--- src/logic/csa_pkg.sv ---
// Shared constants, types and helpers for the card socket access block.
// Assumes one 40 MHz clock and a 32-bit Avalon-MM register port.
package csa_pkg;

    // Socket count and bus widths
    localparam int CSA_NUM_SOCKETS = 2;
    localparam int CSA_CARD_ADDR_W = 26;
    localparam int CSA_CARD_DATA_W = 16;
    localparam int CSA_AV_ADDR_W = 8;

    // Register map: one 32-byte window per socket
    localparam logic [1:0] CSA_AV_TOP_ZERO = 2'h0;
    localparam logic [4:0] CSA_OFF_CTRL = 5'h00;
    localparam logic [4:0] CSA_OFF_ADDR = 5'h04;
    localparam logic [4:0] CSA_OFF_WDATA = 5'h08;
    localparam logic [4:0] CSA_OFF_CMD = 5'h0C;
    localparam logic [4:0] CSA_OFF_RDATA = 5'h10;
    localparam logic [4:0] CSA_OFF_STATUS = 5'h14;

    // Control register fields and reset value
    localparam int CSA_CTRL_RESET_BIT = 0;
    localparam int CSA_CTRL_WIDTH16_BIT = 1;
    localparam int CSA_CTRL_ATTR_BIT = 2;
    localparam logic [2:0] CSA_CTRL_RESET_VAL = 3'h1;

    // Status register fields
    localparam int CSA_STAT_BUSY_BIT = 0;
    localparam int CSA_STAT_VS_LO_BIT = 1;
    localparam int CSA_STAT_VS_HI_BIT = 2;
    localparam int CSA_STAT_IO16_BIT = 3;
    localparam int CSA_STAT_REFUSED_BIT = 4;
    localparam int CSA_STAT_DONE_BIT = 5;

    // Reset values of data holding registers
    localparam logic [25:0] CSA_ADDR_RESET_VAL = 26'h000_0000;
    localparam logic [15:0] CSA_DATA_RESET_VAL = 16'h0000;

    // Cycle timing: figures in ns, counts rounded up
    localparam int CSA_CLK_PERIOD_NS = 25;
    localparam int CSA_SETUP_NS = 100;
    localparam int CSA_STROBE_NS = 150;
    localparam int CSA_HOLD_NS = 35;
    localparam int CSA_SETUP_CYC = (CSA_SETUP_NS + CSA_CLK_PERIOD_NS - 1) / CSA_CLK_PERIOD_NS;
    localparam int CSA_STROBE_CYC = (CSA_STROBE_NS + CSA_CLK_PERIOD_NS - 1) / CSA_CLK_PERIOD_NS;
    localparam int CSA_HOLD_CYC = (CSA_HOLD_NS + CSA_CLK_PERIOD_NS - 1) / CSA_CLK_PERIOD_NS;

    // Access commands
    typedef enum logic [1:0] {
        CSA_CMD_MEM_RD = 2'h0,
        CSA_CMD_MEM_WR = 2'h1,
        CSA_CMD_IO_RD = 2'h2,
        CSA_CMD_IO_WR = 2'h3
    } csa_cmd_t;

    // Access sequencer states
    typedef enum logic [3:0] {
        CSA_ST_IDLE = 4'h1,
        CSA_ST_SETUP = 4'h2,
        CSA_ST_STROBE = 4'h4,
        CSA_ST_HOLD = 4'h8
    } csa_state_t;

    // Signals driven toward one card
    typedef struct packed {
        logic [25:0] card_addr;
        logic [15:0] card_data_out;
        logic card_data_oe;
        logic low_byte_enable_n;
        logic high_byte_enable_n;
        logic space_sel_n;
        logic mem_write_strobe_n;
        logic mem_output_enable_n;
        logic io_write_strobe_n;
        logic io_read_strobe_n;
        logic card_reset;
    } csa_card_out_t;

    // Signals arriving from one card
    typedef struct packed {
        logic [15:0] card_data_in;
        logic io_width16_n;
        logic voltage_sense_hi;
        logic voltage_sense_lo;
    } csa_card_in_t;

    // True for I/O space commands
    function automatic logic csa_is_io(input csa_cmd_t cmd);
        csa_is_io = (cmd == CSA_CMD_IO_RD) || (cmd == CSA_CMD_IO_WR);
    endfunction

    // True for commands that drive data to the card
    function automatic logic csa_is_write(input csa_cmd_t cmd);
        csa_is_write = (cmd == CSA_CMD_MEM_WR) || (cmd == CSA_CMD_IO_WR);
    endfunction

endpackage

--- src/logic/csa_top.sv ---
// Two-socket card access block with its Avalon-MM register slave.
// Assumes card pins are asynchronous; pads resolve data bus from the enable.
//
// How it works
// - Each socket drives a 26-bit card address covering 64M bytes.
// - Data bus has out, in and enable; driven only for writes.
// - Two active-low byte enables with address bit zero pick width and lane.
// - Width comes from control bit, or card width pin in I/O cycles.
// - Space select low means attribute memory, high means common memory.
// - I/O access is refused while socket is in common memory mode.
// - I/O write strobe pulses low only with space select low.
// - I/O read strobe pulses low only with space select low.
// - Memory write strobe writes common or attribute memory per space select.
// - Memory output enable gates read data from the selected space.
// - Card reset output is active high and follows a control bit.
// - Both voltage sense pins are synchronised and readable in status.
//
// Local design decisions: register access over Avalon-MM and the register addresses.
`timescale 1ns/1ps
module csa_top import csa_pkg::*; #(
    parameter int NUM_SOCKETS = CSA_NUM_SOCKETS,
    parameter int SETUP_CYCLES = CSA_SETUP_CYC,
    parameter int STROBE_CYCLES = CSA_STROBE_CYC,
    parameter int HOLD_CYCLES = CSA_HOLD_CYC
) (
    input wire logic clk_in,
    input wire logic rst_n_in,
    input wire logic ce_in,
    input wire logic [7:0] avs_address_in,
    input wire logic avs_read_in,
    input wire logic avs_write_in,
    input wire logic [31:0] avs_writedata_in,
    input wire logic [3:0] avs_byteenable_in,
    output logic [31:0] avs_readdata_out,
    output logic avs_waitrequest_out,
    input wire csa_card_in_t [1:0] card_in,
    output csa_card_out_t [1:0] card_out
);

    // Per-socket software state
    logic [2:0] ctrl_reg [NUM_SOCKETS];
    logic [25:0] addr_reg [NUM_SOCKETS];
    logic [15:0] wdata_reg [NUM_SOCKETS];
    logic refused_reg [NUM_SOCKETS];
    logic done_reg [NUM_SOCKETS];

    // Synchroniser stages for card inputs
    csa_card_in_t sync1_reg [NUM_SOCKETS];
    csa_card_in_t sync2_reg [NUM_SOCKETS];

    // Socket results
    logic busy [NUM_SOCKETS];
    logic done_pulse [NUM_SOCKETS];
    logic refused_pulse [NUM_SOCKETS];
    logic io16 [NUM_SOCKETS];
    logic [15:0] rdata [NUM_SOCKETS];
    logic start [NUM_SOCKETS];

    // Bus decode
    logic sock_sel;
    logic [4:0] local_off;
    logic in_range;
    logic rd_done_reg;
    logic cmd_stall;
    logic wr_take;
    logic [31:0] rd_word;

    // Merge written bytes into an old value
    function automatic logic [31:0] apply_be(input logic [31:0] old_val,
                                             input logic [31:0] new_val,
                                             input logic [3:0] be);
        logic [31:0] res;
        res = old_val;
        for (int b = 0; b < 4; b++) begin
            if (be[b]) begin
                res[8*b +: 8] = new_val[8*b +: 8];
            end
        end
        apply_be = res;
    endfunction

    // Hit test for one socket and one offset
    function automatic logic reg_hit(input logic sel,
                                     input logic [4:0] off,
                                     input int sock,
                                     input logic [4:0] target);
        reg_hit = (sel == 1'(sock)) && (off == target);
    endfunction

    // Address split: bit 5 picks the socket, bits 7:6 must be zero
    assign sock_sel = avs_address_in[5];
    assign local_off = avs_address_in[4:0];
    assign in_range = (avs_address_in[7:6] == CSA_AV_TOP_ZERO);

    // Command write waits while the addressed socket is busy
    assign cmd_stall = avs_write_in && in_range && (local_off == CSA_OFF_CMD) && busy[sock_sel];

    // Waitrequest: frozen clock, first read cycle, busy socket
    assign avs_waitrequest_out = !ce_in || (avs_read_in && !rd_done_reg) || cmd_stall;
    assign wr_take = ce_in && avs_write_in && !avs_waitrequest_out && in_range;

    // Read answer one cycle after the request
    always_ff @(posedge clk_in) begin
        if (!rst_n_in) begin
            rd_done_reg <= 1'b0;
        end else if (ce_in) begin
            rd_done_reg <= avs_read_in && !rd_done_reg;
        end
    end

    // Read multiplexer, unmapped offsets read as zero
    always_comb begin
        rd_word = 32'h0000_0000;
        if (in_range) begin
            unique case (local_off)
                CSA_OFF_CTRL: begin
                    rd_word = {29'h0000_0000, ctrl_reg[sock_sel]};
                end
                CSA_OFF_ADDR: begin
                    rd_word = {6'h00, addr_reg[sock_sel]};
                end
                CSA_OFF_WDATA: begin
                    rd_word = {16'h0000, wdata_reg[sock_sel]};
                end
                CSA_OFF_RDATA: begin
                    rd_word = {16'h0000, rdata[sock_sel]};
                end
                CSA_OFF_STATUS: begin
                    rd_word[CSA_STAT_BUSY_BIT] = busy[sock_sel];
                    rd_word[CSA_STAT_VS_LO_BIT] = sync2_reg[sock_sel].voltage_sense_lo;
                    rd_word[CSA_STAT_VS_HI_BIT] = sync2_reg[sock_sel].voltage_sense_hi;
                    rd_word[CSA_STAT_IO16_BIT] = io16[sock_sel];
                    rd_word[CSA_STAT_REFUSED_BIT] = refused_reg[sock_sel];
                    rd_word[CSA_STAT_DONE_BIT] = done_reg[sock_sel];
                end
                default: begin
                    rd_word = 32'h0000_0000;
                end
            endcase
        end
    end

    // Read data register, loaded in the waiting cycle
    always_ff @(posedge clk_in) begin
        if (!rst_n_in) begin
            avs_readdata_out <= 32'h0000_0000;
        end else if (ce_in && avs_read_in && !rd_done_reg) begin
            avs_readdata_out <= rd_word;
        end
    end

    genvar s;
    generate
        for (s = 0; s < NUM_SOCKETS; s++) begin : g_sock
            logic [31:0] ctrl_wide;
            logic [31:0] addr_wide;
            logic [31:0] wdata_wide;
            logic hit_ctrl;
            logic hit_addr;
            logic hit_wdata;
            logic hit_cmd;
            logic hit_status;

            assign hit_ctrl = wr_take && reg_hit(sock_sel, local_off, s, CSA_OFF_CTRL);
            assign hit_addr = wr_take && reg_hit(sock_sel, local_off, s, CSA_OFF_ADDR);
            assign hit_wdata = wr_take && reg_hit(sock_sel, local_off, s, CSA_OFF_WDATA);
            assign hit_cmd = wr_take && reg_hit(sock_sel, local_off, s, CSA_OFF_CMD);
            assign hit_status = wr_take && reg_hit(sock_sel, local_off, s, CSA_OFF_STATUS);
            assign ctrl_wide = apply_be({29'h0000_0000, ctrl_reg[s]}, avs_writedata_in, avs_byteenable_in);
            assign addr_wide = apply_be({6'h00, addr_reg[s]}, avs_writedata_in, avs_byteenable_in);
            assign wdata_wide = apply_be({16'h0000, wdata_reg[s]}, avs_writedata_in, avs_byteenable_in);

            // Start pulse from a command write with the low byte enabled
            assign start[s] = hit_cmd && avs_byteenable_in[0];

            // Two-flop synchroniser on every card input
            always_ff @(posedge clk_in) begin
                if (!rst_n_in) begin
                    sync1_reg[s] <= '1;
                    sync2_reg[s] <= '1;
                end else if (ce_in) begin
                    sync1_reg[s] <= card_in[s];
                    sync2_reg[s] <= sync1_reg[s];
                end
            end

            // Control, address and write data registers
            always_ff @(posedge clk_in) begin
                if (!rst_n_in) begin
                    ctrl_reg[s] <= CSA_CTRL_RESET_VAL;
                    addr_reg[s] <= CSA_ADDR_RESET_VAL;
                    wdata_reg[s] <= CSA_DATA_RESET_VAL;
                end else if (ce_in) begin
                    if (hit_ctrl) begin
                        ctrl_reg[s] <= ctrl_wide[2:0];
                    end
                    if (hit_addr) begin
                        addr_reg[s] <= addr_wide[25:0];
                    end
                    if (hit_wdata) begin
                        wdata_reg[s] <= wdata_wide[15:0];
                    end
                end
            end

            // Sticky refused and done flags, set wins over write-one clear
            always_ff @(posedge clk_in) begin
                if (!rst_n_in) begin
                    refused_reg[s] <= 1'b0;
                    done_reg[s] <= 1'b0;
                end else if (ce_in) begin
                    if (refused_pulse[s]) begin
                        refused_reg[s] <= 1'b1;
                    end else if (hit_status && avs_byteenable_in[0] && avs_writedata_in[CSA_STAT_REFUSED_BIT]) begin
                        refused_reg[s] <= 1'b0;
                    end
                    if (done_pulse[s]) begin
                        done_reg[s] <= 1'b1;
                    end else if (hit_status && avs_byteenable_in[0] && avs_writedata_in[CSA_STAT_DONE_BIT]) begin
                        done_reg[s] <= 1'b0;
                    end
                end
            end

            // One identical sequencer per socket
            csa_socket #(
                .SETUP_CYCLES(SETUP_CYCLES),
                .STROBE_CYCLES(STROBE_CYCLES),
                .HOLD_CYCLES(HOLD_CYCLES)
            ) u_socket (
                .clk_in,
                .rst_n_in,
                .ce_in,
                .start_in(start[s]),
                .cmd_in(csa_cmd_t'(avs_writedata_in[1:0])),
                .addr_in(addr_reg[s]),
                .wdata_in(wdata_reg[s]),
                .width16_in(ctrl_reg[s][CSA_CTRL_WIDTH16_BIT]),
                .attr_in(ctrl_reg[s][CSA_CTRL_ATTR_BIT]),
                .card_reset_in(ctrl_reg[s][CSA_CTRL_RESET_BIT]),
                .pins_in(sync2_reg[s]),
                .busy_out(busy[s]),
                .done_out(done_pulse[s]),
                .refused_out(refused_pulse[s]),
                .io16_out(io16[s]),
                .rdata_out(rdata[s]),
                .pins_out(card_out[s])
            );
        end
    endgenerate

endmodule

--- src/logic/csa_socket.sv ---
// One socket's access sequencer and registered card-side signals.
// Assumes card inputs arrive already synchronised to clk_in.
`timescale 1ns/1ps
module csa_socket import csa_pkg::*; #(
    parameter int SETUP_CYCLES = CSA_SETUP_CYC,
    parameter int STROBE_CYCLES = CSA_STROBE_CYC,
    parameter int HOLD_CYCLES = CSA_HOLD_CYC
) (
    input wire logic clk_in,
    input wire logic rst_n_in,
    input wire logic ce_in,
    input wire logic start_in,
    input wire csa_cmd_t cmd_in,
    input wire logic [25:0] addr_in,
    input wire logic [15:0] wdata_in,
    input wire logic width16_in,
    input wire logic attr_in,
    input wire logic card_reset_in,
    input wire csa_card_in_t pins_in,
    output logic busy_out,
    output logic done_out,
    output logic refused_out,
    output logic io16_out,
    output logic [15:0] rdata_out,
    output csa_card_out_t pins_out
);

    csa_state_t state_reg;
    logic [7:0] cnt_reg;
    csa_cmd_t cmd_reg;
    logic [25:0] addr_reg;
    logic [15:0] wdata_reg;
    logic wide16_reg;
    logic attr_reg;
    logic accept;
    logic active;
    logic wide;
    logic last_cycle;

    // I/O refused while socket sits in common memory mode
    assign refused_out = start_in && csa_is_io(cmd_in) && !attr_in;
    assign accept = start_in && !refused_out && (state_reg == CSA_ST_IDLE);
    assign busy_out = (state_reg != CSA_ST_IDLE);
    assign active = busy_out;
    // I/O width from the card, memory width from software
    assign wide = csa_is_io(cmd_reg) ? !pins_in.io_width16_n : wide16_reg;
    assign last_cycle = (state_reg == CSA_ST_STROBE) && (cnt_reg == 8'(STROBE_CYCLES - 1));

    // Sequencer: one phase at a time, so one strobe at most
    always_ff @(posedge clk_in) begin
        if (!rst_n_in) begin
            state_reg <= CSA_ST_IDLE;
            cnt_reg <= 8'h00;
        end else if (ce_in) begin
            unique case (state_reg)
                CSA_ST_IDLE: begin
                    cnt_reg <= 8'h00;
                    if (accept) begin
                        state_reg <= CSA_ST_SETUP;
                    end
                end
                CSA_ST_SETUP: begin
                    cnt_reg <= cnt_reg + 8'h01;
                    if (cnt_reg == 8'(SETUP_CYCLES - 1)) begin
                        state_reg <= CSA_ST_STROBE;
                        cnt_reg <= 8'h00;
                    end
                end
                CSA_ST_STROBE: begin
                    cnt_reg <= cnt_reg + 8'h01;
                    if (last_cycle) begin
                        state_reg <= CSA_ST_HOLD;
                        cnt_reg <= 8'h00;
                    end
                end
                CSA_ST_HOLD: begin
                    cnt_reg <= cnt_reg + 8'h01;
                    if (cnt_reg == 8'(HOLD_CYCLES - 1)) begin
                        state_reg <= CSA_ST_IDLE;
                        cnt_reg <= 8'h00;
                    end
                end
            endcase
        end
    end

    // Completion pulse at the end of the hold phase
    assign done_out = ce_in && (state_reg == CSA_ST_HOLD) && (cnt_reg == 8'(HOLD_CYCLES - 1));

    // Access parameters latched at start
    always_ff @(posedge clk_in) begin
        if (!rst_n_in) begin
            cmd_reg <= CSA_CMD_MEM_RD;
            addr_reg <= CSA_ADDR_RESET_VAL;
            wdata_reg <= CSA_DATA_RESET_VAL;
            wide16_reg <= 1'b0;
            attr_reg <= 1'b0;
        end else if (ce_in && accept) begin
            cmd_reg <= cmd_in;
            addr_reg <= addr_in;
            wdata_reg <= wdata_in;
            wide16_reg <= width16_in;
            attr_reg <= attr_in;
        end
    end

    // Read data and width capture on the last strobe cycle
    always_ff @(posedge clk_in) begin
        if (!rst_n_in) begin
            rdata_out <= CSA_DATA_RESET_VAL;
            io16_out <= 1'b0;
        end else if (ce_in && last_cycle && !csa_is_write(cmd_reg)) begin
            rdata_out <= wide ? pins_in.card_data_in : {8'h00, pins_in.card_data_in[7:0]};
            io16_out <= csa_is_io(cmd_reg) && wide;
        end
    end

    // Registered card-side outputs
    always_ff @(posedge clk_in) begin
        if (!rst_n_in) begin
            pins_out <= {CSA_ADDR_RESET_VAL, CSA_DATA_RESET_VAL, 1'b0, 8'hFF}; // Idle pins, card held in reset
        end else if (ce_in) begin
            pins_out.card_addr <= {addr_reg[25:1], addr_reg[0] && !wide};
            pins_out.card_data_out <= wide ? wdata_reg : {8'h00, wdata_reg[7:0]};
            pins_out.card_data_oe <= active && csa_is_write(cmd_reg);
            pins_out.low_byte_enable_n <= !active;
            pins_out.high_byte_enable_n <= !(active && wide);
            pins_out.space_sel_n <= !(active && attr_reg);
            pins_out.mem_write_strobe_n <= !((state_reg == CSA_ST_STROBE) && (cmd_reg == CSA_CMD_MEM_WR));
            pins_out.mem_output_enable_n <= !((state_reg == CSA_ST_STROBE) && (cmd_reg == CSA_CMD_MEM_RD));
            pins_out.io_write_strobe_n <= !((state_reg == CSA_ST_STROBE) && (cmd_reg == CSA_CMD_IO_WR) && attr_reg);
            pins_out.io_read_strobe_n <= !((state_reg == CSA_ST_STROBE) && (cmd_reg == CSA_CMD_IO_RD) && attr_reg);
            pins_out.card_reset <= card_reset_in;
        end
    end

endmodule

--- config.mk ---
export PLATFORM = sky130hd
export DESIGN_NAME = csa_top
export DESIGN_NICKNAME = d
export VERILOG_FILES = /design/src/logic/csa_pkg.sv /design/src/logic/csa_top.sv /design/src/logic/csa_socket.sv
export SDC_FILE = /design/constraint.sdc
export NUM_CORES = 1
export LEC_CHECK = 0
export ABC_AREA = 1
export BUFFER_PORTS_ARGS = -buffer_cell sky130_fd_sc_hd__buf_2
export CAP_MARGIN = 10
export CORE_UTILIZATION = 62
export CTS_CLUSTER_SIZE = 20
export DETAILED_ROUTE_END_ITERATION = 10
export GPL_TIMING_DRIVEN = 0
export PLACE_DENSITY_LB_ADDON = 0.15
export SLEW_MARGIN = 10
export SYNTH_ARGS = -nofsm -noshare
export SYNTH_HDL_FRONTEND = slang
export SYNTH_SLANG_ARGS = --single-unit
--- constraint.sdc ---
create_clock -name clk_in -period 8.1 [get_ports clk_in]
set_clock_uncertainty 0.05 [all_clocks]
set_input_delay 1.215 -clock clk_in [delete_from_list [all_inputs] [get_ports clk_in]]
set_output_delay 1.215 -clock clk_in [all_outputs]
set_load 0.1 [all_outputs]
==> load_flow_metrics.sql, run 1 <==
INSERT INTO impl_metrics (metric_group, metric, value, unit) VALUES
('global_routing', 'grt_antenna_before_repair', '2', ''),
('clocking', 'cts_resized', '0', ''),
('placement', 'io_buffer_count', '209', ''),
('cells_and_area', 'largest_reg_flops', '102', ''),
('clocking', 'cts-buffers-inserted', '44', ''),
('logic_synthesis', 'yosys.area_share.adder', '0.00288', ''),
('clocking', 'clk_root_buffer_cell', 'clkbuf_16', ''),
('detailed_routing', 'drtIter0Drc', '1639', ''),
('timing', 'final.min_clock_period', '3790', 'ps'),
('cells_and_area', 'most-common-layout-cells', 'dfxtp_1 (281), nand2_1 (258), buf_2 (236), nor2_1 (221), edfxtp_1 (168)', ''),
('logic_synthesis', 'synth-edff-count', '168', ''),
('logic_synthesis', 'synthesis.area_per_instance', '9.45', 'sq um'),
('logic_synthesis', 'synthArstFlopShare', '0', ''),
('logic_synthesis', 'synth_sequential_area_ratio', '0.615', ''),
('floorplanning', 'starting_density_of_the_core', '0.639', ''),
('status', 'outcome', 'completed', ''),
('setup_path', 'max_stage_delay', '410', 'ps'),
('logic_synthesis', 'synth_xor_area_frac', '0.00454', ''),
('global_routing', 'grt_use_met3', '0.0541', ''),
('detailed_routing', 'drt-wirelength-per-cell', '19.7', 'microns'),
('cells_and_area', 'layoutNonFillerInstCount', '2505', ''),
('detailed_routing', 'dr_total_vias', '14300', ''),
('clocking', 'post-cts-setup-buffers', '0', ''),
('setup_path', 'critPathArrivalTime', '2520', 'ps'),
('logic_synthesis', 'synth_flop_cell', 'dfxtp_1', ''),
('placement', 'place.gp.congestion', '1.02', ''),
('timing', 'fmax', '0.264', 'GHz'),
('global_routing', 'grt_pass1_vias', '13200', ''),
('logic_synthesis', 'yosys-mux-area-fraction', '0.00231', ''),
('detailed_routing', 'drtAntennaViolNets', '0', ''),
('floorplanning', 'number_of_top_level_design_ports', '222', ''),
('setup_path', 'critPathKind', 'in -> out', ''),
('cells_and_area', 'multi_input_area', '0.00561', 'sq mm'),
('setup_path', 'critical_path.most_common_cell', 'nor2_1', ''),
('timing', 'slew-limit-headroom', '0.173', ''),
('timing', 'count_of_final_setup_violators', '0', ''),
('worst_hold_path', 'hold_path_class', 'reg -> reg', ''),
('cells_and_area', 'layout-drive-gt1-share', '0.204', ''),
('timing', 'setup_repair_after_global_routing_missed_its_margin', 'false', ''),
('global_routing', 'gr-total-overflow', '0', ''),
('global_routing', 'global_route.usage.met2', '0.523', ''),
('floorplanning', 'floorplan.die_area', '0.0287', 'sq mm'),
('logic_synthesis', 'postSynthRegisterBits', '449', ''),
('pwr', 'peakVddDrop', '0.000219', 'V'),
('pwr', 'pwr_density_cell', '234', 'mW/mm^2'),
('timing', 'post-route-period-util', '0.468', ''),
('logic_synthesis', 'synthesis.yosys.warnings', '0', ''),
('placement', 'post-place-ws', '4270', 'ps'),
('logic_synthesis', 'syn-instance-count', '1837', ''),
('detailed_routing', 'finalWirelength', '49.4', 'mm'),
('clocking', 'clk_path_buf_depth', '3', ''),
('floorplanning', 'design.core.area', '0.0272', 'sq mm'),
('cells_and_area', 'final_common_cell', 'dfxtp_1', ''),
('clocking', 'clock_insertion_delay_worst_skew', '550', 'ps'),
('setup_path', 'timing.critical_path.to_type', 'output pin', ''),
('logic_synthesis', 'synth_compound_area_frac', '0.139', ''),
('clocking', 'clkTransAtPathRegs', '60', 'ps'),
('floorplanning', 'die_h', '169', 'microns'),
('clocking', 'cts_htree_levels', '2', ''),
('detailed_routing', 'route.detailed.drc', '0', ''),
('clocking', 'tritoncts_clock_tree', 'built', ''),
('placement', 'cell_count_after_placement', '2424', ''),
('placement', 'post-dp-hpwl', '36.5', 'mm'),
('logic_synthesis', 'yosys.cell_types.count', '49', ''),
('setup_path', 'worstSetupStartpointType', 'primary input', ''),
('cells_and_area', 'area.growth.synth_to_final', '17.5', '%'),
('setup_path', 'worst-endpoint-required', '6840', 'ps'),
('setup_path', 'timing.critical_path.slowest_stage_cell', 'buf_2', ''),
('pwr', 'p_total', '0.00478', 'W'),
('clocking', 'clock-sinks', '449', ''),
('detailed_routing', 'vias_per_cell', '5.70', '');
==> cell usage after synthesis, drive strengths merged (11+ instances only) <==
cell,number,area [sq um]
nand3,46,248
o22ai,16,100
inv,151,567
nor2,229,890
dfxtp,281,5630
nor3,52,280
edfxtp,168,5040
nand4,11,68.8
a21oi,140,712
nand2,262,993
or2,79,494
a22o,35,307
o21ai,200,1010
buf,46,278
clkbuf,61,229
==> worst max-delay path, delay by kind of cell <==
kind | cells | cell delay [ps]
buffers and inverters | 3 | 580
AND/OR/NAND/NOR | 6 | 730
==> per-layer routing <==
metal / wire length (microns) / vias up / share of wire
met4: 1110 / 0 / 0.022
met2: 21700 / 762 / 0.44
met3: 5000 / 89 / 0.10
li1: - / 6691 / -
met5: 0 / - / 0
met1: 21600 / 6738 / 0.44
==> metrics by stage <==
step,cell area (sq um),hold slack (ps)
final,20400,400
after global routing,20400,428
after CTS,20400,402
after detailed placement,18900,390
after global placement,18900,384
after floorplan,17400,375
==> path summary, 6_finish.rpt <==
kind         cells after the start                       startpoint                             end  slack [ps]
min reg2reg                      2   g_sock[0].u_socket.addr_reg[1]  g_sock[0].u_socket.addr_reg[1]         400
max reg2reg                      9  g_sock[0].u_socket.state_reg[2]                 wdata_reg[0][4]        5150
min                              2   g_sock[0].u_socket.addr_reg[1]  g_sock[0].u_socket.addr_reg[1]         400
max                              9                avs_address_in[1]             avs_waitrequest_out        4310
==> where the power goes <==
part,total [W],internal (W),switching [W]
clock network,0.00207,0.00120,0.000872
logic,0.000294,0.0000746,0.000219
registers,0.00242,0.00239,0.0000270
total,0.00478,0.00366,0.00112
==> logic make-up after synthesis <==
logic type      Yosys count
simple gates            684
flops                   449
compound gates          424
buf+inv                 262
xor+xnor                  9
fa+ha+maj                 4
mux                       4
other cells               1
==> layout make-up <==
cell class                 instances  share of cell area
antenna                            1            0.000123
buffer                           107              0.0250
multi-input combinational       1131               0.275
tap                              372              0.0228
timing repair buffer             210              0.0527
inverter                         155              0.0286
sequential                       449               0.523
clock inverter                    16             0.00577
clock buffer                      64              0.0664
Power figures use the tool's default switching activity.
==> run 2, diff against run 1 <==
Settings changed: CORE_UTILIZATION 62 to 52.
Clock period 8.1 ns to 3.3 ns, I/O delays scaled along.
==> load_flow_metrics.sql, run 2 (synthesized netlist as in run 1, its figures left out) <==
INSERT INTO impl_metrics (metric_group, metric, value, unit) VALUES
('status', 'outcome', 'completed', ''),
('global_routing', 'grt_pass1_wl', '73.2', 'mm'),
('placement', 'io_buffer_count', '209', ''),
('global_routing', 'total_track_usage', '0.288', ''),
('clocking', 'clock_insertion_delay_worst_skew', '550', 'ps'),
('cells_and_area', 'final_nets', '2191', ''),
('worst_hold_path', 'worst_hold_startpoint', 'card_in[27]', ''),
('cells_and_area', 'layoutNonFillerInstCount', '2579', ''),
('clocking', 'cts-buffers-inserted', '46', ''),
('timing', 'count_of_final_setup_violators', '0', ''),
('setup_path', 'worstReg2RegStart', 'g_sock[0].u_socket.state_reg[2]', ''),
('timing', 'max_slew.worst_pin.slew', '1160', 'ps'),
('global_routing', 'grt_antenna_before_repair', '1', ''),
('clocking', 'clk_root_buffer_cell', 'clkbuf_16', ''),
('timing', 'finalHoldViolations', '0', ''),
('setup_path', 'ordered_list_of_cells_on_the_worst_path', 'nor2_1, nand3_1, nand2_1, nor2_1, nor2_2, nand3_1, inv_2, nand2_2, o21ai_0', ''),
('flow_run', 'cap_violations', '0', ''),
('floorplanning', 'design.core.area', '0.0327', 'sq mm'),
('setup_path', 'timing.critical_path.slowest_stage_cell', 'o21ai_0', ''),
('cells_and_area', 'area.growth.synth_to_final', '18.3', '%'),
('detailed_routing', 'drt-wirelength-per-cell', '19.0', 'microns'),
('cells_and_area', 'utilization', '0.628', ''),
('clocking', 'clock-sinks', '449', ''),
('placement', 'place.gp.congestion', '0.958', ''),
('clocking', 'clk_path_buf_depth', '3', ''),
('floorplanning', 'die_h', '185', 'microns'),
('pwr', 'pwr_density_cell', '578', 'mW/mm^2'),
('timing', 'setup_repair_after_global_routing_missed_its_margin', 'false', ''),
('floorplanning', 'die_width', '185', 'microns'),
('global_routing', 'grt_pass1_vias', '12800', ''),
('setup_path', 'worst-r2r-cell-count', '9', ''),
('detailed_routing', 'finalWirelength', '49.0', 'mm'),
('setup_path', 'max_stage_delay', '930', 'ps'),
('timing', 'fmax', '0.343', 'GHz'),
('global_routing', 'pin_count_of_the_biggest_net_entering_global_routing', '62', ''),
('clocking', 'post-cts-setup-buffers', '0', ''),
('cells_and_area', 'layout-drive-gt1-share', '0.204', ''),
('setup_path', 'worstReg2RegEnd', 'wdata_reg[0][5]', ''),
('cells_and_area', 'largest_reg_flops', '102', ''),
('clocking', 'cts_htree_levels', '2', ''),
('pwr', 'cellLeakagePower', '8.09', 'nW'),
('worst_hold_path', 'instance_count_along_the_most_critical_hold_path', '2', ''),
('worst_hold_path', 'worst_hold_path.endpoint', 'sync1_reg[1][8]', ''),
('detailed_routing', 'drtIter0Drc', '1389', ''),
('global_routing', 'gr-total-overflow', '0', ''),
('setup_path', 'worstSetupStartpointType', 'flop', ''),
('detailed_routing', 'first_pass_iters', '7', ''),
('setup_path', 'worst-endpoint-required', '3410', 'ps'),
('setup_path', 'rrSetupSlack', '380', 'ps'),
('clocking', 'cts_hold_buf', '0', ''),
('detailed_routing', 'route.detailed.drc', '0', ''),
('detailed_routing', 'drtAntennaViolNets', '0', ''),
('timing', 'slew_viol_final', '0', ''),
('cells_and_area', 'most-common-layout-cells', 'dfxtp_1 (281), nand2_1 (258), buf_2 (236), nor2_1 (221), edfxtp_1 (168)', ''),
('clocking', 'tritoncts_clock_tree', 'built', ''),
('floorplanning', 'floorplan.die_area', '0.0341', 'sq mm'),
('floorplanning', 'row_count', '66', ''),
('pwr', 'peakVddDrop', '0.000345', 'V'),
('clocking', 'cts_resized', '0', ''),
('detailed_routing', 'dr_total_vias', '13800', ''),
('timing', 'hold_ws', '155', 'ps'),
('timing', 'post-route-period-util', '0.884', ''),
('detailed_routing', 'vias_per_cell', '5.36', ''),
('timing', 'final.min_clock_period', '2920', 'ps'),
('placement', 'cell_count_after_placement', '2494', ''),
('worst_hold_path', 'hold_path_class', 'in -> reg', ''),
('cells_and_area', 'final_common_cell', 'dfxtp_1', ''),
('setup_path', 'critPathKind', 'reg -> reg', ''),
('setup_path', 'cp_max_fo', '9', ''),
('setup_path', 'timing.critical_path.to_type', 'flop', ''),
('floorplanning', 'starting_density_of_the_core', '0.531', ''),
('clocking', 'clkTransAtPathRegs', '60', 'ps'),
('timing', 'slew-limit-headroom', '0.222', ''),
('floorplanning', 'number_of_top_level_design_ports', '222', ''),
('setup_path', 'critPathArrivalTime', '3030', 'ps'),
('placement', 'post-dp-hpwl', '36.9', 'mm');
## run 2: worst max path at each step
stage,startpoint,endpoint,slack (ps),cells after the start
floorplan,rst_n_in,sync1_reg[0][0],740,5
CTS,g_sock[0].u_socket.state_reg[2],wdata_reg[1][7],380,9
finish,g_sock[0].u_socket.state_reg[2],wdata_reg[0][5],380,9
detailed placement,ce_in,wdata_reg[1][6],120,9
global route,g_sock[0].u_socket.state_reg[2],wdata_reg[1][7],160,9
global placement,rst_n_in,sync2_reg[0][16],-680,6
## run 2: routing by layer
layer | share of wire | GRT usage | vias up | routed length [microns]
met5 | 0 | 0 | - | 0
met4 | 0.018 | 0.0731 | 0 | 900
met3 | 0.084 | 0.0551 | 71 | 4100
met2 | 0.43 | 0.436 | 534 | 21000
met1 | 0.47 | 0.423 | 6515 | 22900
li1 | - | - | 6697 | -
## run 2: report_power, final
part | internal (W) | switching (W) | total [W]
clock network | 0.00308 | 0.00213 | 0.00521
logic | 0.000183 | 0.000540 | 0.000723
registers | 0.00587 | 0.0000629 | 0.00593
## run 2: area by class of cell
type	count	area [sq um]
inverters	155	583
multi-input cells	1131	5610
plain buffers	107	510
fillers	2813	12200
clock inverters	13	120
well taps	442	553
diodes	1	2.50
repair buffers	210	1070
clock buffers	71	1400
flip-flops and latches	449	10700
## run 2: through the flow
step / power (W) / setup slack (ps) / area (sq um) / TNS [ps]
finish: 0.0119 / 383 / 20500 / 0
global route: 0.0122 / 156 / 20500 / 0
CTS: 0.0119 / 383 / 20500 / 0
detailed placement: 0.00676 / 117 / 19000 / 0
global placement: 0.00674 / -680 / 19000 / -56640
floorplan: 0.00649 / 740 / 17400 / 0
## run 2: worst max-delay path: cells and delay by family (launching register included)
family / cells / cell delay (ps)
simple gates: 7 / 1020
compound gates: 1 / 930
flops: 1 / 330
buf+inv: 1 / 200
